<file path="src/include/smt_pkg.sv">
package smt_pkg;
   localparam logic [3:0] ADDR_CONTROL  = 4'h0;
   localparam logic [3:0] ADDR_A_LOW    = 4'h1;
   localparam logic [3:0] ADDR_A_HIGH   = 4'h2;
   localparam logic [3:0] ADDR_B_LOW    = 4'h3;
   localparam logic [3:0] ADDR_B_HIGH   = 4'h4;
   localparam logic [3:0] ADDR_IRQ_STAT = 4'h5;
   localparam logic [3:0] ADDR_IRQ_CLR  = 4'h6;
   localparam logic [3:0] ADDR_IRQ_EN   = 4'h7;
   localparam logic [3:0] ADDR_COMMAND  = 4'h8;
   localparam int FLD_FF       = 7;
   localparam int FLD_ACAP     = 6;
   localparam int FLD_START_HI = 5;
   localparam int FLD_START_LO = 4;
   localparam int FLD_CLK_HI   = 3;
   localparam int FLD_CLK_LO   = 2;
   localparam int FLD_MODE_HI  = 1;
   localparam int FLD_MODE_LO  = 0;
   localparam logic [7:0]  CONTROL_RESET = 8'h00;
   localparam logic [15:0] TIMER_RESET   = 16'hffff;
   localparam int DIV_WIDTH  = 11;
   localparam int TAP_SLOW   = 10;
   localparam int TAP_MID    = 6;
   localparam int TAP_FAST   = 2;
   localparam int LOW_TAP    = 2;
   typedef enum logic [1:0] {START_STOP, START_CMD, START_RISE, START_FALL} smt_start_type;
   typedef enum logic [1:0] {MODE_TIMER, MODE_WINDOW, MODE_PULSE, MODE_PPG} smt_mode_type;
endpackage

</file>
<file path="src/include/smt_tick_if.sv">
`timescale 1ns/10ps
`default_nettype none
interface smt_tick_if;
   logic tick;
   logic sel_valid;
   modport src (output tick, output sel_valid);
   modport dst (input tick, input sel_valid);
endinterface
`default_nettype wire

</file>
<file path="src/core/smt_prescaler.sv">
`timescale 1ns/10ps
`default_nettype none
module smt_prescaler
(
   input  wire logic       mclk,
   input  wire logic       nrst,
   input  wire logic [1:0] clk_sel,
   input  wire logic       div_select,
   input  wire logic       slow_mode,
   input  wire logic       low_clk,
   smt_tick_if.src         tk
);
   import smt_pkg::*;
   logic [DIV_WIDTH-1:0] div_q, div_d;
   logic [DIV_WIDTH-1:0] div_prev_q;
   logic [LOW_TAP:0]     low_q, low_d;
   logic                 low_prev_q;
   logic                 tick_d, tick_q;

   // ************************************
   // prescaler chain and tap selection
   // ************************************
   always_comb
   begin
      div_d = div_q + 1'b1;
      low_d = low_q;
      if (low_clk && !low_prev_q)
      begin
         low_d = low_q + 1'b1;
      end
      tick_d = 1'b0;
      case (clk_sel)
         2'b00:
         begin
            if (div_select || slow_mode)
               tick_d = low_q[LOW_TAP] && !low_d[LOW_TAP];
            else
               tick_d = div_prev_q[TAP_SLOW] && !div_q[TAP_SLOW];
         end
         2'b01:   tick_d = !slow_mode && div_prev_q[TAP_MID] && !div_q[TAP_MID];
         2'b10:   tick_d = !slow_mode && div_prev_q[TAP_FAST] && !div_q[TAP_FAST];
         default: tick_d = 1'b0;
      endcase
   end

   always_ff @(posedge mclk or negedge nrst)
   begin
      if (!nrst)
      begin
         div_q      <= '0;
         div_prev_q <= '0;
         low_q      <= '0;
         low_prev_q <= 1'b0;
         tick_q     <= 1'b0;
      end
      else
      begin
         div_q      <= div_d;
         div_prev_q <= div_q;
         low_q      <= low_d;
         low_prev_q <= low_clk;
         tick_q     <= tick_d;
      end
   end

   assign tk.tick      = tick_q;
   assign tk.sel_valid = (clk_sel != 2'b11);
endmodule // smt_prescaler
`default_nettype wire

</file>
<file path="src/core/smt_dbuf.sv">
`timescale 1ns/10ps
`default_nettype none
module smt_dbuf
(
   input  wire logic        mclk,
   input  wire logic        nrst,
   input  wire logic        wr_low,
   input  wire logic        wr_high,
   input  wire logic [7:0]  wdata,
   input  wire logic        load_tick,
   output logic      [15:0] shadow,
   output logic      [15:0] active
);
   import smt_pkg::*;
   logic [15:0] shadow_q, shadow_d, active_q, active_d;
   logic        pend_q, pend_d;

   always_comb
   begin
      shadow_d = shadow_q;
      active_d = active_q;
      pend_d   = pend_q;
      if (wr_low)
         shadow_d[7:0] = wdata;
      if (wr_high)
      begin
         shadow_d[15:8] = wdata;
         pend_d         = 1'b1;
      end
      else if (pend_q && load_tick)
      begin
         active_d = shadow_q;
         pend_d   = 1'b0;
      end
   end

   always_ff @(posedge mclk or negedge nrst)
   begin
      if (!nrst)
      begin
         shadow_q <= TIMER_RESET;
         active_q <= TIMER_RESET;
         pend_q   <= 1'b0;
      end
      else
      begin
         shadow_q <= shadow_d;
         active_q <= active_d;
         pend_q   <= pend_d;
      end
   end

   assign shadow = shadow_q;
   assign active = active_q;
endmodule // smt_dbuf
`default_nettype wire

</file>
<file path="src/core/smt_timer.sv">
// Chosen here: the address-and-strobe port and the register offsets.
`timescale 1ns/10ps
`default_nettype none
module smt_timer
(
   input  wire logic       mclk,
   input  wire logic       nrst,
   input  wire logic [3:0] addr,
   input  wire logic [7:0] wdata,
   input  wire logic       wr,
   input  wire logic       rd,
   output logic      [7:0] rdata,
   input  wire logic       pulse_in,
   input  wire logic       low_clk,
   input  wire logic       divider_clock_select,
   input  wire logic       slow_mode,
   input  wire logic       stop_mode,
   output logic            timer_match_interrupt,
   output logic            irq,
   output logic            pulse_generator_output
);
   import smt_pkg::*;

   // ************************************
   // state
   // ************************************
   logic [7:0]  ctrl_q, ctrl_d;
   logic [15:0] cnt_q, cnt_d;
   logic [15:0] cap_q, cap_d;
   logic        run_q, run_d;
   logic        pin_q;
   logic        stop_prev_q;
   logic        stat_q, stat_d;
   logic        en_q, en_d;
   logic [7:0]  rdata_q, rdata_d;
   logic        match_q, match_d;
   logic        irq_q, irq_d;
   logic        ppg_q, ppg_d;
   logic [15:0] reg_a, reg_b, shadow_a, shadow_b;
   logic        cap_valid_q, cap_valid_d;

   smt_start_type start;
   smt_mode_type  mode;
   logic          rise, fall, trig, win_level, inc, match, stop_entry, ff_init;
   smt_tick_if    tk ();

   assign start = smt_start_type'(ctrl_q[FLD_START_HI:FLD_START_LO]);
   assign mode  = smt_mode_type'(ctrl_q[FLD_MODE_HI:FLD_MODE_LO]);
   assign ff_init = ctrl_q[FLD_FF];

   smt_prescaler u_pre
   (
      .mclk       (mclk),
      .nrst       (nrst),
      .clk_sel    (ctrl_q[FLD_CLK_HI:FLD_CLK_LO]),
      .div_select (divider_clock_select),
      .slow_mode  (slow_mode),
      .low_clk    (low_clk),
      .tk         (tk)
   );

   smt_dbuf u_a
   (
      .mclk      (mclk),
      .nrst      (nrst),
      .wr_low    (wr && addr == ADDR_A_LOW),
      .wr_high   (wr && addr == ADDR_A_HIGH),
      .wdata     (wdata),
      .load_tick (tk.tick),
      .shadow    (shadow_a),
      .active    (reg_a)
   );

   smt_dbuf u_b
   (
      .mclk      (mclk),
      .nrst      (nrst),
      .wr_low    (wr && addr == ADDR_B_LOW && mode == MODE_PPG),
      .wr_high   (wr && addr == ADDR_B_HIGH && mode == MODE_PPG),
      .wdata     (wdata),
      .load_tick (tk.tick),
      .shadow    (shadow_b),
      .active    (reg_b)
   );

   // ************************************
   // edge and level detection on the pin
   // ************************************
   always_comb
   begin
      rise       = pulse_in && !pin_q;
      fall       = !pulse_in && pin_q;
      stop_entry = stop_mode && !stop_prev_q;
      trig       = 1'b0;
      win_level  = 1'b0;
      case (start)
         START_RISE:
         begin
            trig      = rise;
            win_level = pulse_in;
         end
         START_FALL:
         begin
            trig      = fall;
            win_level = !pulse_in;
         end
         default:
         begin
            trig      = 1'b0;
            win_level = 1'b0;
         end
      endcase
   end

   // ************************************
   // counter, capture, match
   // ************************************
   always_comb
   begin
      ctrl_d      = ctrl_q;
      cnt_d       = cnt_q;
      cap_d       = cap_q;
      run_d       = run_q;
      match_d     = 1'b0;
      ppg_d       = ppg_q;
      cap_valid_d = cap_valid_q;
      inc         = 1'b0;
      if (wr && addr == ADDR_CONTROL)
         ctrl_d = wdata;
      if (wr && addr == ADDR_COMMAND && start == START_CMD)
         run_d = 1'b1;
      // timer mode with a rise or fall start counts pin edges; other modes and the command start count source ticks
      case (mode)
         MODE_TIMER:
         begin
            if (start == START_CMD)
               inc = run_q && tk.tick && tk.sel_valid;
            else
               inc = trig;
         end
         MODE_WINDOW: inc = tk.tick && win_level;
         MODE_PULSE:
         begin
            if (trig)
               run_d = 1'b1;
            inc = run_q && tk.tick;
         end
         default:
         begin
            if (trig && !run_q)
            begin
               run_d = 1'b1;
               ppg_d = ff_init;
            end
            inc = run_q && tk.tick;
         end
      endcase
      match = inc && (cnt_q + 16'h0001 == reg_a);
      if (inc)
      begin
         if (match)
         begin
            cnt_d   = '0;
            match_d = 1'b1;
         end
         else
            cnt_d = cnt_q + 16'h0001;
      end
      if (mode == MODE_PPG && inc && cnt_q + 16'h0001 == reg_b)
         ppg_d = !ppg_q;
      if (mode == MODE_PPG && match)
         ppg_d = ff_init;
      if (ctrl_q[FLD_ACAP] && mode != MODE_PULSE && mode != MODE_PPG)
      begin
         if (tk.tick)
         begin
            cap_d       = cnt_q;
            cap_valid_d = 1'b1;
         end
      end
      else
         cap_valid_d = 1'b0;
      if (start == START_STOP)
      begin
         cnt_d = '0;
         run_d = 1'b0;
         ppg_d = ff_init;
      end
      if (stop_entry)
      begin
         ctrl_d[FLD_START_HI:FLD_START_LO] = 2'b00;
         run_d = 1'b0;
      end
   end

   // ************************************
   // interrupt and register read
   // ************************************
   always_comb
   begin
      stat_d = stat_q;
      en_d   = en_q;
      if (wr && addr == ADDR_IRQ_CLR && wdata[0])
         stat_d = 1'b0;
      if (match_q)
         stat_d = 1'b1;
      if (wr && addr == ADDR_IRQ_EN)
         en_d = wdata[0];
      irq_d   = stat_d && en_d;
      rdata_d = 8'h00;
      if (rd)
      begin
         if (addr == ADDR_CONTROL)
            rdata_d = ctrl_q;
         else if (addr == ADDR_A_LOW)
            rdata_d = shadow_a[7:0];
         else if (addr == ADDR_A_HIGH)
            rdata_d = shadow_a[15:8];
         else if (addr == ADDR_B_LOW)
            rdata_d = (mode == MODE_PPG) ? shadow_b[7:0] : cap_q[7:0];
         else if (addr == ADDR_B_HIGH)
            rdata_d = (mode == MODE_PPG) ? shadow_b[15:8] : cap_q[15:8];
         else if (addr == ADDR_IRQ_STAT)
            rdata_d = {7'h00, stat_q};
         else if (addr == ADDR_IRQ_EN)
            rdata_d = {7'h00, en_q};
         else
            rdata_d = 8'h00;
      end
   end

   always_ff @(posedge mclk or negedge nrst)
   begin
      if (!nrst)
      begin
         ctrl_q      <= CONTROL_RESET;
         cnt_q       <= '0;
         cap_q       <= TIMER_RESET;
         run_q       <= 1'b0;
         pin_q       <= 1'b1;
         stop_prev_q <= 1'b0;
         stat_q      <= 1'b0;
         en_q        <= 1'b0;
         rdata_q     <= 8'h00;
         match_q     <= 1'b0;
         irq_q       <= 1'b0;
         ppg_q       <= 1'b0;
         cap_valid_q <= 1'b0;
      end
      else
      begin
         ctrl_q      <= ctrl_d;
         cnt_q       <= cnt_d;
         cap_q       <= cap_d;
         run_q       <= run_d;
         pin_q       <= pulse_in;
         stop_prev_q <= stop_mode;
         stat_q      <= stat_d;
         en_q        <= en_d;
         rdata_q     <= rdata_d;
         match_q     <= match_d;
         irq_q       <= irq_d;
         ppg_q       <= ppg_d;
         cap_valid_q <= cap_valid_d;
      end
   end

   assign rdata                  = rdata_q;
   assign timer_match_interrupt  = match_q;
   assign irq                    = irq_q;
   assign pulse_generator_output = ppg_q;
endmodule // smt_timer
`default_nettype wire

</file>
<file path="config.mk">
export PLATFORM = sky130hd
export DESIGN_NAME = smt_timer
export DESIGN_NICKNAME = d
export VERILOG_FILES = /design/src/include/smt_pkg.sv /design/src/include/smt_tick_if.sv /design/src/core/smt_prescaler.sv /design/src/core/smt_dbuf.sv /design/src/core/smt_timer.sv
export SDC_FILE = /design/constraint.sdc
export NUM_CORES = 1
export LEC_CHECK = 0
export ABC_CLOCK_PERIOD_IN_PS = 3120
export BUFFER_PORTS_ARGS = -buffer_cell sky130_fd_sc_hd__buf_2
export CAP_MARGIN = 0
export CELL_PAD_IN_SITES_DETAIL_PLACEMENT = 1
export CELL_PAD_IN_SITES_GLOBAL_PLACEMENT = 1
export CORE_UTILIZATION = 46
export CTS_CLUSTER_SIZE = 40
export DETAILED_ROUTE_END_ITERATION = 7
export PLACE_DENSITY = 0.77
export SLEW_MARGIN = 20
export SYNTH_ARGS = -nofsm -noshare
export SYNTH_HDL_FRONTEND = slang
export SYNTH_HIERARCHICAL = 1
export SYNTH_SLANG_ARGS = --single-unit
export TNS_END_PERCENT = 5
</file>
<file path="constraint.sdc">
create_clock -name mclk -period 3.12 [get_ports mclk]
set_clock_uncertainty 0.2 [all_clocks]
set_input_delay 0.624 -clock mclk [delete_from_list [all_inputs] [get_ports mclk]]
set_output_delay 0.624 -clock mclk [all_outputs]
set_load 0.02 [all_outputs]
</file>
==> impl_metrics.tcl <==
set metrics [dict create \
    outcome "finished with violations" \
    violations "setup timing" \
    die_area_mm2 0.0171 \
    setup_viol 5 \
    intPower_uw 3620 \
    die_h_um 131 \
    met2_usage_pct 48.8 \
    fin_area_mm2 0.00888 \
    drc 0 \
    hold_viol_final 0 \
    synth_edf_count 0 \
    finalWirelength_um 24100 \
    finalCritPeriodShare_pct 101 \
    fmax_mhz 318 \
    gp_congestion 0.926 \
    cp.arrival_ns 3.27 \
    nNetsFinal 753 \
    clock_sinks 141 \
    portBuffers 31 \
    ys_types 81 \
    cp_slowest_cell "or4_4" \
    core_mm2 0.0161 \
    rows 46 \
    grt_overflow 0 \
    swShare_pct 30.5 \
    cts_buffers 17 \
    start_kind "flop" \
    busiest_layer "met2" \
    grt_usage_pct 29.9 \
    required_ns 3.24 \
    die_x_um 131 \
    fillers 1673 \
    syn_nets 691 \
    crit_top_cell "or4_4" \
    vias 5811 \
    first_pass_iters 5 \
    combinationalPowerShare_pct 18.3 \
    grt_use_met3_pct 5.54 \
    clk_pin_slew_ns 0.06 \
    final.setup.tns_ns -0.0505 \
    antenna_cells 0 \
    cts-root-buf "clkbuf_16" \
    grt_pass1_wl_um 36700 \
    routedWlPerCell_um 25.1 \
    place_hpwl_um 16600 \
    syn_area_per_cell_um2 11.4 \
    drt_iter0_drc 335 \
    p_sw_uw 1580 \
    netlist_instances 667 \
    max-vdd-ir-drop_mv 0.406 \
    final-max-slew-violation-count 0 \
    p_clk_share_pct 35.7 \
    htreeDepth 4 \
    power.share.sequential_pct 46.0 \
    grt_max_degree 57 \
    antenna_found_initial 0 \
    io_pins 32 \
    worst_pin_slew_ns 0.997 \
    worst_slack_ns -0.0281 \
    endpoint_kind "flop" \
    cts_tree "yes" \
    grt_use_met1_pct 38.2 \
    min_period_ns 3.15 \
    slew_headroom_pct 33.3 \
    p_leak_uw 0.00376 \
    crit_path_max_incr_delay_ns 0.61 \
    place_area_mm2 0.00820 \
    crit_chain "buf_6, nand4_4, or4_4, nand3b_1, nand4b_1, or4_4, nor2_4, buf_12, nor3_2, o21a_1" \
    hold_path_class "input pin to flop" \
    start_util_pct 47.5 \
    ys.flop_type "dfstp_2" \
    clock_path_buffers 2 \
    synthesis.area_mm2 0.00762 \
    critPathKind "flop to flop" \
    vias_per_cell 6.07 \
    cp_max_fo 8 \
    detail-route-antenna-nets 0 \
    grt_pass1_vias 6360 \
    ys_seq_area_share_pct 47.6 \
    async_flop_share_pct 100 \
    clock_latency_ns 0.43 \
    yosys_warnings 6 \
    drive_gt1_share_pct 46.4 \
    p_per_area_mw_per_mm2 585 \
    area_delta_synth_final_pct 16.5 \
    max-cap-violations 0 \
    ys_ff_latch 141 \
]
==> cell families (layout without fill, tap and decap cells) <==
logic type / count (synthesis) / after routing / share of synthesized area (%)
simple gates: 213 / 213 / 16.5
flops: 141 / 141 / 47.6
compound gates: 111 / 111 / 10.3
mux: 91 / 91 / 14.5
buf+inv: 55 / 130 / 4.48
xor+xnor: 53 / 53 / 6.09
fa+ha+maj: 3 / 3 / 0.492
==> cells in the final DEF (no fill, tap or decap), types with 7 or more instances in the layout <==
| cell | synthesis | final |
|---|---|---|
| nor3_1 | 11 | 9 |
| or3_1 | 10 | 10 |
| xnor2_1 | 38 | 38 |
| buf_2 | 6 | 30 |
| clkbuf_16 | 0 | 17 |
| o221a_2 | 7 | 7 |
| o21ai_0 | 26 | 25 |
| xor2_1 | 15 | 14 |
| mux2_2 | 66 | 66 |
| a21o_2 | 8 | 8 |
| nand2_1 | 57 | 57 |
| inv_1 | 10 | 10 |
| a21oi_1 | 29 | 29 |
| dfstp_2 | 81 | 81 |
| nand4_1 | 14 | 14 |
| dfrtp_1 | 60 | 58 |
| buf_4 | 4 | 50 |
| nand3_1 | 36 | 35 |
| nor2_1 | 19 | 19 |
| mux2_4 | 20 | 20 |
==> cells in the mapped netlist, types with 5 or more instances <==
cell / count / area, um2
dfstp_2: 81 / 2130
nand2_1: 57 / 214
or3_1: 10 / 62.6
mux2_4: 20 / 300
o21ai_0: 26 / 130
nor3_1: 11 / 55.1
nor2b_1: 5 / 31.3
nor2_1: 19 / 71.3
a21o_2: 8 / 70.1
inv_1: 10 / 37.5
nor3b_1: 6 / 45.0
clkbuf_1: 16 / 60.1
nand4_1: 14 / 87.6
a21oi_1: 29 / 145
xor2_1: 15 / 131
o221a_2: 7 / 78.8
dfrtp_1: 60 / 1500
buf_6: 12 / 135
nand3_1: 36 / 180
buf_2: 6 / 30.0
mux2_2: 66 / 743
xnor2_1: 38 / 333
==> power groups by stage <==
| stage | clock network, uW | logic [uW] | registers, uW |
|---|---|---|---|
| floorplan | 0 | 615 | 2320 |
| global placement | 0 | 862 | 2390 |
| detailed placement | 0 | 897 | 2400 |
| CTS | 1880 | 910 | 2380 |
| global route | 1940 | 1010 | 2410 |
| finish | 1860 | 950 | 2400 |
==> per-stage QoR <==
stage	hold slack [ns]	util (%)	setup WS (ns)	instances	total power [uW]
2_1_floorplan	0.128	-	0.102	667	2930
3_3_place_gp	0.202	51.1	-0.0653	922	3250
3_5_place_dp	0.234	51.1	-0.123	922	3300
4_1_cts	0.0996	54.6	0.00375	956	5170
5_1_grt	0.101	55.3	-0.0721	958	5360
6_report	0.114	55.3	-0.0281	958	5200
==> worst max-delay path: cells and delay by family, from the launching register on <==
kind	cells	cell delay, ns
AOI/OAI and AO/OA	1	0.19
buffers and inverters	2	0.31
DFF	1	0.42
and+or+nand+nor	7	1.91
==> sequential cells by signal (all words and copies together) (netlist names), 3 cells and up <==
signal            cells
u_b/shadow           16
u_a/active           16
ctrl_q                8
u_b/active           16
u_pre/div_q          11
u_a/shadow           16
cnt_q                16
u_pre/low_q           3
rdata                 8
u_pre/div_prev_q      3
cap_q                16
==> cell type report <==
cell class                      count  area (um2)  area share [%]
Inverter                           10        37.5           0.422
Timing Repair Buffer               88         649            7.31
Tap cell                          216         270            3.04
Clock inverter                     13        92.6            1.04
Sequential cell                   141        3630            40.9
Multi-Input combinational cell    471        3770            42.4
Clock buffer                       19         433            4.87
==> timing repair <==
action	4_1_cts	5_1_grt
pin swaps	1	5
hold buffers	1	0
setup endpoints to repair	8	16
hold endpoints to repair	14	0
gates resized for setup	3	20
buffers inserted	1	2
==> path summary, 6_finish.rpt <==
check                                 from                    to  slack, ns  cells past startpoint
max in group asynchronous             nrst        u_b/active[11]       1.26                      3
hold reg to reg            u_pre/div_q[10]  u_pre/div_prev_q[10]       0.25                      0
setup / recovery                  cnt_q[0]              cnt_q[0]      -0.03                     10
hold / removal                   stop_mode           stop_prev_q       0.11                      1
setup reg to reg                  cnt_q[0]              cnt_q[0]      -0.03                     10
min in group asynchronous             nrst              cnt_q[0]       0.54                      2
==> metal layers <==
| layer | vias up | routed length [um] |
|---|---|---|
| li1 | 2539 | - |
| met3 | 61 | 1160 |
| met4 | 0 | 855 |
| met2 | 184 | 11700 |
| met5 | - | 0 |
| met1 | 3027 | 10300 |
No activity file was read; power rests on OpenSTA's default activity.
